File: src/rtl/pmcr_pkg.sv
// Package of constants and types for the power management configuration registers.
// Function
// - Policy 00 low main, 01 adds aux, 1x off
// - Set wake flag on receive-edge deep-sleep exit
// - Bit 6 shows supply source, resets one
// - Bit 5 reads one while main supply good
// - Lock loss sets bit 4, acknowledge clears
// - Bit 3 keeps reference on in deep sleep
// - Pin function 00 gpio, 01 rx, 11 wake
// - Enable bit 7 gates supply-restored flag
// - Enable bit 5 gates sag flag
// - Enable bit 3 gates aux converter flag
// - Enable bit 2 gates battery monitor flag
// - Enable bit 1 gates switchover flag
// - Enable bit 0 gates aux low flag
// - Three scratch bytes, reset zero, retained until written
// - Summary flag set on any enabled condition
// - Restored flag set on battery-to-main change
package pmcr_pkg;
  // ********************************************************************
  // Register addresses.
  // ********************************************************************
  localparam logic [7:0] PMCR_ADDR_IRQ_EN = 8'hec;
  localparam logic [7:0] PMCR_ADDR_PERIPHERAL_CONFIG_STATUS = 8'hf4;
  localparam logic [7:0] PMCR_ADDR_SWITCH = 8'hf5;
  localparam logic [7:0] PMCR_ADDR_FLAGS = 8'hf8;
  localparam logic [7:0] PMCR_ADDR_SCR_A = 8'hfb;
  localparam logic [7:0] PMCR_ADDR_SCR_B = 8'hfc;
  localparam logic [7:0] PMCR_ADDR_SCR_C = 8'hfd;
  localparam logic [7:0] PMCR_ADDR_ADC_START = 8'hd8;
  // ********************************************************************
  // Field positions.
  // ********************************************************************
  localparam int PMCR_BIT_RX_WAKE = 7;
  localparam int PMCR_BIT_SRC = 6;
  localparam int PMCR_BIT_VGOOD = 5;
  localparam int PMCR_BIT_PLL = 4;
  localparam int PMCR_BIT_REFKEEP = 3;
  localparam int PMCR_BIT_RESTORE = 7;
  localparam int PMCR_BIT_SUMMARY = 6;
  localparam int PMCR_BIT_SAG = 5;
  localparam int PMCR_BIT_AUXCONV = 3;
  localparam int PMCR_BIT_BATMON = 2;
  localparam int PMCR_BIT_SWITCH = 1;
  localparam int PMCR_BIT_AUXLOW = 0;
  // Acknowledge bit inside the ADC start register; position parameterised by ACK_BIT in pmcr_regs.
  localparam int PMCR_BIT_PLL_ACK = 0;
  // ********************************************************************
  // Masks and reset values.
  // ********************************************************************
  localparam logic [7:0] PMCR_IRQ_EN_MASK = 8'haf;
  localparam logic [7:0] PMCR_PERIPHERAL_CONFIG_STATUS_WMASK = 8'h0f;
  localparam logic [7:0] PMCR_SWITCH_MASK = 8'h03;
  localparam logic [7:0] PMCR_FLAGS_MASK = 8'haf;
  localparam logic [7:0] PMCR_IRQ_EN_RST = 8'h00;
  localparam logic [7:0] PMCR_PERIPHERAL_CONFIG_STATUS_RST = 8'h00;
  localparam logic [7:0] PMCR_SWITCH_RST = 8'h00;
  localparam logic [7:0] PMCR_SCR_RST = 8'h00;
  // Synchronised levels {source, supply good, lock lost} before real samples arrive.
  localparam logic [2:0] PMCR_LVL_RST = 3'h6;
  // Decoded control for policy 00: main-low switchover only.
  localparam logic [4:0] PMCR_CTRL_RST = 5'h10;
  localparam logic [1:0] PMCR_POLICY_MAIN = 2'h0;
  localparam logic [1:0] PMCR_POLICY_MAIN_AUX = 2'h1;
  localparam logic [1:0] PMCR_RX_GPIO = 2'h0;
  localparam logic [1:0] PMCR_RX_SERIAL = 2'h1;
  localparam logic [1:0] PMCR_RX_WAKE = 2'h3;

  // Raw condition pulses from the supply and metering monitors.
  typedef struct packed {
    logic sag;
    logic aux_conv;
    logic bat_mon;
    logic aux_low;
  } pmcr_events_t;

  // Decoded configuration for the analog and pin logic.
  typedef struct packed {
    logic switch_on_main_low;
    logic switch_on_aux_low;
    logic sleep_reference_keep;
    logic rx_as_serial;
    logic rx_wake_enable;
  } pmcr_ctrl_t;
endpackage

File: src/rtl/pmcr_sync.sv
// Two-flop synchroniser for asynchronous status levels.
module pmcr_sync #(
  parameter int WIDTH = 3
) (
  input wire logic i_core_clk,
  input wire logic i_resetn,
  input wire logic [WIDTH-1:0] i_async,
  input wire logic [WIDTH-1:0] i_reset_value,
  output logic [WIDTH-1:0] o_sync
);
  logic [WIDTH-1:0] meta_reg;
  logic [WIDTH-1:0] sync_reg;
  logic [WIDTH-1:0] meta_next;
  logic [WIDTH-1:0] sync_next;
  logic seeded_reg;
  logic seeded_next;

  if (WIDTH < 1) begin
    $error("pmcr_sync width must be positive");
  end

  always_comb begin
    meta_next = i_async;
    sync_next = seeded_reg ? meta_reg : i_reset_value;
    seeded_next = 1'b1;
  end

  // The flops reset to zero because a port may not feed the reset branch.
  // The output shows the reset value until the second edge after release,
  // so downstream edge detectors never see a false step out of reset.
  always_ff @(posedge i_core_clk or negedge i_resetn) begin
    if (!i_resetn) begin
      meta_reg <= '0;
      sync_reg <= '0;
      seeded_reg <= 1'b0;
    end else begin
      meta_reg <= meta_next;
      sync_reg <= sync_next;
      seeded_reg <= seeded_next;
    end
  end

  assign o_sync = seeded_reg ? sync_reg : i_reset_value;
endmodule

File: src/rtl/pmcr_regs.sv
// Power management configuration, status, enable and scratch registers.
module pmcr_regs #(
  parameter int ACK_BIT = pmcr_pkg::PMCR_BIT_PLL_ACK
) (
  input wire logic i_core_clk,
  input wire logic i_resetn,
  input wire logic [7:0] i_sfr_addr,
  input wire logic [7:0] i_sfr_wdata,
  input wire logic i_sfr_wr,
  input wire logic i_sfr_rd,
  input wire logic i_switched_supply_source,
  input wire logic i_main_supply_good,
  input wire logic i_pll_unlocked,
  input wire logic i_rx_edge_wake,
  input wire pmcr_pkg::pmcr_events_t i_events,
  output logic [7:0] o_sfr_rdata,
  output logic o_sfr_hit,
  output pmcr_pkg::pmcr_ctrl_t o_ctrl,
  output logic [1:0] o_switchover_policy,
  output logic [1:0] o_rx_pin_function,
  output logic o_pm_summary_flag
);
  // ********************************************************************
  // Elaboration checks.
  // ********************************************************************
  if (ACK_BIT < 0 || ACK_BIT > 7) begin
    $error("pmcr_regs acknowledge bit must be within one byte");
  end

  // ********************************************************************
  // Input synchronisation.
  // ********************************************************************
  // The supply and PLL signals come from the analog domain and are treated
  // as asynchronous. Source and supply good read one until synchronised.
  logic [2:0] lvl_sync;
  pmcr_sync #(
    .WIDTH(3)
  ) u_sync (
    .i_core_clk(i_core_clk),
    .i_resetn(i_resetn),
    .i_async({i_switched_supply_source, i_main_supply_good, i_pll_unlocked}),
    .i_reset_value(pmcr_pkg::PMCR_LVL_RST),
    .o_sync(lvl_sync)
  );
  logic src_s;
  logic vgood_s;
  logic pll_s;
  assign src_s = lvl_sync[2];
  assign vgood_s = lvl_sync[1];
  assign pll_s = lvl_sync[0];

  // ********************************************************************
  // Register state.
  // ********************************************************************
  logic [7:0] irq_en_reg;
  logic [7:0] irq_en_next;
  logic [7:0] peripheral_config_status_reg;
  logic [7:0] peripheral_config_status_next;
  logic [7:0] switch_reg;
  logic [7:0] switch_next;
  logic [7:0] flags_reg;
  logic [7:0] flags_next;
  logic [7:0] scr_reg [3];
  logic [7:0] scr_next [3];
  logic src_prev_reg;
  logic src_prev_next;
  logic pll_prev_reg;
  logic pll_prev_next;
  logic [7:0] rdata_reg;
  logic [7:0] rdata_next;
  logic hit_reg;
  logic hit_next;
  logic summary_reg;
  logic summary_next;
  pmcr_pkg::pmcr_ctrl_t ctrl_reg;
  pmcr_pkg::pmcr_ctrl_t ctrl_next;

  function automatic logic wr_at(input logic [7:0] addr);
    wr_at = i_sfr_wr && (i_sfr_addr == addr);
  endfunction

  logic restore_evt;
  logic switch_evt;
  logic pll_ack;
  logic [7:0] set_vec;
  logic [7:0] enabled_raised;

  always_comb begin
    restore_evt = src_s && !src_prev_reg;
    switch_evt = !src_s && src_prev_reg;
    pll_ack = wr_at(pmcr_pkg::PMCR_ADDR_ADC_START) && i_sfr_wdata[ACK_BIT];
    set_vec = '0;
    set_vec[pmcr_pkg::PMCR_BIT_RESTORE] = restore_evt;
    set_vec[pmcr_pkg::PMCR_BIT_SAG] = i_events.sag;
    set_vec[pmcr_pkg::PMCR_BIT_AUXCONV] = i_events.aux_conv;
    set_vec[pmcr_pkg::PMCR_BIT_BATMON] = i_events.bat_mon;
    set_vec[pmcr_pkg::PMCR_BIT_SWITCH] = switch_evt;
    set_vec[pmcr_pkg::PMCR_BIT_AUXLOW] = i_events.aux_low;

    irq_en_next = irq_en_reg;
    if (wr_at(pmcr_pkg::PMCR_ADDR_IRQ_EN)) begin
      irq_en_next = i_sfr_wdata & pmcr_pkg::PMCR_IRQ_EN_MASK;
    end

    switch_next = switch_reg;
    if (wr_at(pmcr_pkg::PMCR_ADDR_SWITCH)) begin
      switch_next = i_sfr_wdata & pmcr_pkg::PMCR_SWITCH_MASK;
    end

    // Only the reference keep and pin function bits are writable.
    peripheral_config_status_next = peripheral_config_status_reg;
    if (wr_at(pmcr_pkg::PMCR_ADDR_PERIPHERAL_CONFIG_STATUS)) begin
      peripheral_config_status_next = i_sfr_wdata & pmcr_pkg::PMCR_PERIPHERAL_CONFIG_STATUS_WMASK;
      peripheral_config_status_next[pmcr_pkg::PMCR_BIT_RX_WAKE] = peripheral_config_status_reg[pmcr_pkg::PMCR_BIT_RX_WAKE];
      peripheral_config_status_next[pmcr_pkg::PMCR_BIT_PLL] = peripheral_config_status_reg[pmcr_pkg::PMCR_BIT_PLL];
      peripheral_config_status_next[2] = 1'b0;
    end
    if (pll_ack) begin
      peripheral_config_status_next[pmcr_pkg::PMCR_BIT_PLL] = 1'b0;
    end
    if (pll_s && !pll_prev_reg) begin
      peripheral_config_status_next[pmcr_pkg::PMCR_BIT_PLL] = 1'b1;
    end
    // Wake flag only when wakeup on the receive pin is selected.
    if (i_rx_edge_wake && peripheral_config_status_reg[1:0] == pmcr_pkg::PMCR_RX_WAKE) begin
      peripheral_config_status_next[pmcr_pkg::PMCR_BIT_RX_WAKE] = 1'b1;
    end

    // Software may clear flags; a new event in the same cycle wins.
    flags_next = flags_reg;
    if (wr_at(pmcr_pkg::PMCR_ADDR_FLAGS)) begin
      flags_next = i_sfr_wdata & pmcr_pkg::PMCR_FLAGS_MASK;
      flags_next[pmcr_pkg::PMCR_BIT_SUMMARY] =
        flags_reg[pmcr_pkg::PMCR_BIT_SUMMARY] & i_sfr_wdata[pmcr_pkg::PMCR_BIT_SUMMARY];
    end
    flags_next = flags_next | set_vec;
    enabled_raised = set_vec & irq_en_reg;
    if (|enabled_raised) begin
      flags_next[pmcr_pkg::PMCR_BIT_SUMMARY] = 1'b1;
    end

    for (int i = 0; i < 3; i++) begin
      scr_next[i] = scr_reg[i];
    end
    if (wr_at(pmcr_pkg::PMCR_ADDR_SCR_A)) begin
      scr_next[0] = i_sfr_wdata;
    end
    if (wr_at(pmcr_pkg::PMCR_ADDR_SCR_B)) begin
      scr_next[1] = i_sfr_wdata;
    end
    if (wr_at(pmcr_pkg::PMCR_ADDR_SCR_C)) begin
      scr_next[2] = i_sfr_wdata;
    end

    src_prev_next = src_s;
    pll_prev_next = pll_s;
    summary_next = flags_next[pmcr_pkg::PMCR_BIT_SUMMARY];

    ctrl_next.switch_on_main_low = !switch_next[1];
    ctrl_next.switch_on_aux_low = switch_next[1:0] == pmcr_pkg::PMCR_POLICY_MAIN_AUX;
    ctrl_next.sleep_reference_keep = peripheral_config_status_next[pmcr_pkg::PMCR_BIT_REFKEEP];
    ctrl_next.rx_as_serial = peripheral_config_status_next[0];
    ctrl_next.rx_wake_enable = peripheral_config_status_next[1:0] == pmcr_pkg::PMCR_RX_WAKE;

    // Registered read data; live status bits are merged in here.
    rdata_next = 8'h00;
    hit_next = 1'b1;
    case (i_sfr_addr)
      pmcr_pkg::PMCR_ADDR_IRQ_EN: rdata_next = irq_en_reg;
      pmcr_pkg::PMCR_ADDR_PERIPHERAL_CONFIG_STATUS: begin
        rdata_next = peripheral_config_status_reg;
        rdata_next[pmcr_pkg::PMCR_BIT_SRC] = src_s;
        rdata_next[pmcr_pkg::PMCR_BIT_VGOOD] = vgood_s;
      end
      pmcr_pkg::PMCR_ADDR_SWITCH: rdata_next = switch_reg;
      pmcr_pkg::PMCR_ADDR_FLAGS: rdata_next = flags_reg;
      pmcr_pkg::PMCR_ADDR_SCR_A: rdata_next = scr_reg[0];
      pmcr_pkg::PMCR_ADDR_SCR_B: rdata_next = scr_reg[1];
      pmcr_pkg::PMCR_ADDR_SCR_C: rdata_next = scr_reg[2];
      default: hit_next = 1'b0;
    endcase
    hit_next = hit_next && i_sfr_rd;
    if (!i_sfr_rd) begin
      rdata_next = 8'h00;
    end
  end

  always_ff @(posedge i_core_clk or negedge i_resetn) begin
    if (!i_resetn) begin
      irq_en_reg <= pmcr_pkg::PMCR_IRQ_EN_RST;
      peripheral_config_status_reg <= pmcr_pkg::PMCR_PERIPHERAL_CONFIG_STATUS_RST;
      switch_reg <= pmcr_pkg::PMCR_SWITCH_RST;
      flags_reg <= 8'h00;
      for (int i = 0; i < 3; i++) begin
        scr_reg[i] <= pmcr_pkg::PMCR_SCR_RST;
      end
      src_prev_reg <= 1'b1;
      pll_prev_reg <= 1'b0;
      rdata_reg <= 8'h00;
      hit_reg <= 1'b0;
      summary_reg <= 1'b0;
      ctrl_reg <= pmcr_pkg::PMCR_CTRL_RST;
    end else begin
      irq_en_reg <= irq_en_next;
      peripheral_config_status_reg <= peripheral_config_status_next;
      switch_reg <= switch_next;
      flags_reg <= flags_next;
      for (int i = 0; i < 3; i++) begin
        scr_reg[i] <= scr_next[i];
      end
      src_prev_reg <= src_prev_next;
      pll_prev_reg <= pll_prev_next;
      rdata_reg <= rdata_next;
      hit_reg <= hit_next;
      summary_reg <= summary_next;
      ctrl_reg <= ctrl_next;
    end
  end

  assign o_sfr_rdata = rdata_reg;
  assign o_sfr_hit = hit_reg;
  assign o_ctrl = ctrl_reg;
  assign o_switchover_policy = switch_reg[1:0];
  assign o_rx_pin_function = peripheral_config_status_reg[1:0];
  assign o_pm_summary_flag = summary_reg;
endmodule

File: config.mk
export PLATFORM = sky130hd
export DESIGN_NAME = pmcr_regs
export DESIGN_NICKNAME = d
export VERILOG_FILES = /design/src/rtl/pmcr_pkg.sv /design/src/rtl/pmcr_sync.sv /design/src/rtl/pmcr_regs.sv
export SDC_FILE = /design/constraint.sdc
export NUM_CORES = 1
export LEC_CHECK = 0
export BUFFER_PORTS_ARGS = -buffer_cell sky130_fd_sc_hd__buf_2
export CAP_MARGIN = 10
export CELL_PAD_IN_SITES_DETAIL_PLACEMENT = 1
export CELL_PAD_IN_SITES_GLOBAL_PLACEMENT = 1
export CORE_MARGIN = 2
export CORE_UTILIZATION = 41
export CTS_CLUSTER_DIAMETER = 30
export CTS_CLUSTER_SIZE = 40
export DETAILED_ROUTE_END_ITERATION = 8
export PLACE_DENSITY = 0.78
export SLEW_MARGIN = 20
export SYNTH_ARGS = -nofsm -noshare
export SYNTH_HDL_FRONTEND = slang
export SYNTH_SLANG_ARGS = --single-unit
File: constraint.sdc
create_clock -name i_core_clk -period 1 [get_ports i_core_clk]
set_input_delay 0.2 -clock i_core_clk [delete_from_list [all_inputs] [get_ports i_core_clk]]
set_output_delay 0.2 -clock i_core_clk [all_outputs]
set_load 0.1 [all_outputs]
==> impl_metrics.py <==
metrics = {
    "run_status": {
        "outcome": "finished, violations left",
        "violations": "setup timing",
    },
    "sta": {
        "max_freq_mhz": 715.9,
        "maxSlewViolCount": 0,
        "timing.final.ws_setup_ps": -396.8,
        "rsz0062_at_grt": "true",
        "period_needed_ps": 1397,
        "clock_skew_ps": 14.46,
        "finalSetupViolations": 73,
        "worst_slew_pin_slew_ps": 506.8,
        "hold_violations": 0,
        "relSlewSlack_pct": 65.95,
        "period_share_pct": 139.7,
    },
    "detailed_routing": {
        "via_count": 2818,
        "routedWlPerCell_um": 32.34,
        "postRouteAntennaNets": 0,
        "drtIter0Drc": 240,
        "dr.pass1.iters": 5,
        "routed_wl_mm": 14.91,
        "viasPerCell": 6.113,
        "drc": 0,
    },
    "synthesis": {
        "syn_nets": 262,
        "synth_xor_xnor_area_share_pct": 0,
        "synth_flop_cell": "dfrtp_1",
        "async_flop_share_pct": 100.0,
        "ys_types": 46,
        "ys_seq_area_share_pct": 54.87,
        "yosys_register_bits": 65,
        "synthTopCellsByArea": "dfrtp_1 (53%), mux2_2 (12%), mux2_4 (3.5%), mux2i_1 (2.4%), a22oi_1 (2.3%)",
        "netlist.area_leader.share_pct": 53.10,
        "avgSynthCellArea_um2": 12.69,
        "synth_area_mm2": 0.002969,
        "synth_compound_area_share_pct": 9.397,
        "synth_enable_flop_cells": 0,
        "yosys.area_share.simple_pct": 11.97,
        "synthTopCellsByCount": "dfrtp_1 (63), mux2_2 (31), nand2_1 (14)",
        "synth_mux_area_share_pct": 19.55,
        "synth_top_area_cell": "dfrtp_1",
        "syn_inst": 234,
        "yosys_warnings": 0,
        "synth_top_family_by_area": "multiplexers",
        "yosys.area_share.adder_pct": 0,
        "synth.most_common_cell": "dfrtp_1",
    },
    "floorplanning": {
        "die_area_mm2": 0.007939,
        "start_util_pct": 41.60,
        "die_width_um": 89.10,
        "die_h_um": 89.10,
        "row_count": 31,
        "core_mm2": 0.007137,
        "io_pins": 47,
    },
    "global_routing": {
        "grt_overflow": 0,
        "antenna_found_initial": 0,
        "first_global_vias": 3050,
        "grt_max_degree": 66,
        "grt_pass1_wl_mm": 19.24,
        "grtUsageTotal_pct": 34.89,
    },
    "layout": {
        "layout.nets": 385,
        "largest_reg_flops": 24,
        "n_fill_cell": 671,
        "post-route-util_pct": 69.83,
        "antenna-diode-count": 0,
        "area_growth_pct": 67.85,
        "drive_above_1_share_pct": 69.34,
    },
    "power": {
        "peakVddDrop_uv": 1355,
        "leakage_uw": 0.002266,
        "p_per_area_mw_per_mm2": 1333,
    },
    "clock_network": {
        "clk_path_buf_depth": 2,
        "cts.sinks": 65,
        "clockRootBuffer": "clkbuf_8",
        "clkLatencyLatePin_ps": 390,
        "numCtsBuffers": 9,
        "clkTransAtPathRegs_ps": 90,
        "cts.htree.levels": 3,
        "cts_tree": "done",
    },
    "placement": {
        "port_buffers": 46,
        "hpwl_mm": 6.746,
        "dp_slack_ps": -604.0,
        "gp_congestion": 0.7995,
    },
    "worst_setup_path": {
        "required_ps": 800,
        "arrival_ps": 1200,
        "slowest_delay_ps": 640,
        "worst-path-buf-inv": 1,
        "worstSetupStartpointType": "register",
        "crit_type": "register to primary output",
        "slowest_stage": "dfstp_4",
        "end_kind": "primary output",
        "cp_top_family": "flip-flops",
        "worstPathCellList": "buf_12",
        "cp_max_fo": 1,
    },
    "flow_run": {
        "cap_viol_max_count": 0,
    },
    "hold_path": {
        "hp-class": "input port to register",
    },
}
-- final timing paths --
| path | start | end | slack (ps) | cells past startpoint |
|---|---|---|---|---|
| hold / removal | i_events[1] | flags_reg[2]$_DFF_PN0_ | 40 | 2 |
| max in group asynchronous | i_resetn | src_prev_reg$_DFF_PN1_ | 300 | 3 |
| setup / recovery | o_ctrl[4]$_DFF_PN1_ | o_ctrl[4] | -400 | 1 |
| setup reg to reg | peripheral_config_status_reg[1]$_DFF_PN0_ | o_sfr_rdata[1]$_DFF_PN0_ | -330 | 4 |
| min in group asynchronous | i_resetn | peripheral_config_status_reg[1]$_DFF_PN0_ | 350 | 3 |
| hold reg to reg | u_sync.meta_reg[2]$_DFF_PN0_ | u_sync.sync_reg[2]$_DFF_PN0_ | 440 | 1 |
-- where the power goes --
group	internal (uW)	switching, uW
logic	495	591
registers	2730	80.1
clock network	1480	1270
-- cells by family after synthesis --
group,after synthesis
buffers and inverters,22
flip-flops,65
AND/OR/NAND/NOR,60
other,1
multiplexers,48
AO/OA/AOI/OAI,38
-- cells in the final DEF (no fill, tap or decap), types with 3 or more instances in the layout --
cell type / n
nand2_1: 9
a31o_4: 3
dfrtp_2: 12
mux2i_1: 7
buf_8: 3
a211o_1: 4
nand3_1: 6
nor4_4: 3
nor2b_4: 3
buf_6: 31
mux2_4: 21
dfrtp_1: 49
dlygate4sd3_1: 4
a22o_1: 7
buf_4: 47
a21oi_2: 5
a22oi_2: 7
buf_2: 18
nand2_2: 4
clkbuf_8: 10
buf_12: 25
inv_2: 3
nand2b_4: 5
nand2b_1: 3
and3_4: 3
mux2_2: 18
-- per-layer routing --
layer / global-route usage, % / part of all wire, % / vias up
met3: 6.556 / 7.3 / 76
met4: 21.17 / 7.3 / 0
met5: 0 / 0 / -
met2: 59.93 / 49 / 204
met1: 40.19 / 36 / 1434
li1: - / - / 1104
-- final cells by class --
class / instances / area (um^2) / area share [%]
clock buffers: 10 / 137.6 / 2.762
clock inverters: 6 / 90.09 / 1.808
inverters: 5 / 21.27 / 0.4268
multi-input cells: 148 / 1578 / 31.66
flip-flops and latches: 65 / 1655 / 33.22
well taps: 99 / 123.9 / 2.486
repair buffers: 128 / 1378 / 27.64
-- stage by stage --
step	hold slack, ps	std cells	setup TNS (ps)	cell area, um^2	power [uW]
finish	39.77	461	-12150	4984	6644
global route	52.77	461	-13170	4984	6813
CTS	74.72	453	-7225	4786	6391
detailed placement	244.7	411	-26950	4091	3631
global placement	236.8	411	-23950	4091	3590
floorplan	-95.59	234	-16520	3216	3233
-- repair_timing --
item | 4_1_cts | 5_1_grt
gates cloned | 2 | 0
endpoints found under the hold margin | 66 | 0
endpoints found under the setup margin | 75 | 76
pin swaps | 14 | 20
resized for setup | 64 | 36
buffers inserted | 20 | 11
hold buffers | 4 | 0
Power figures use the tool's default switching activity.
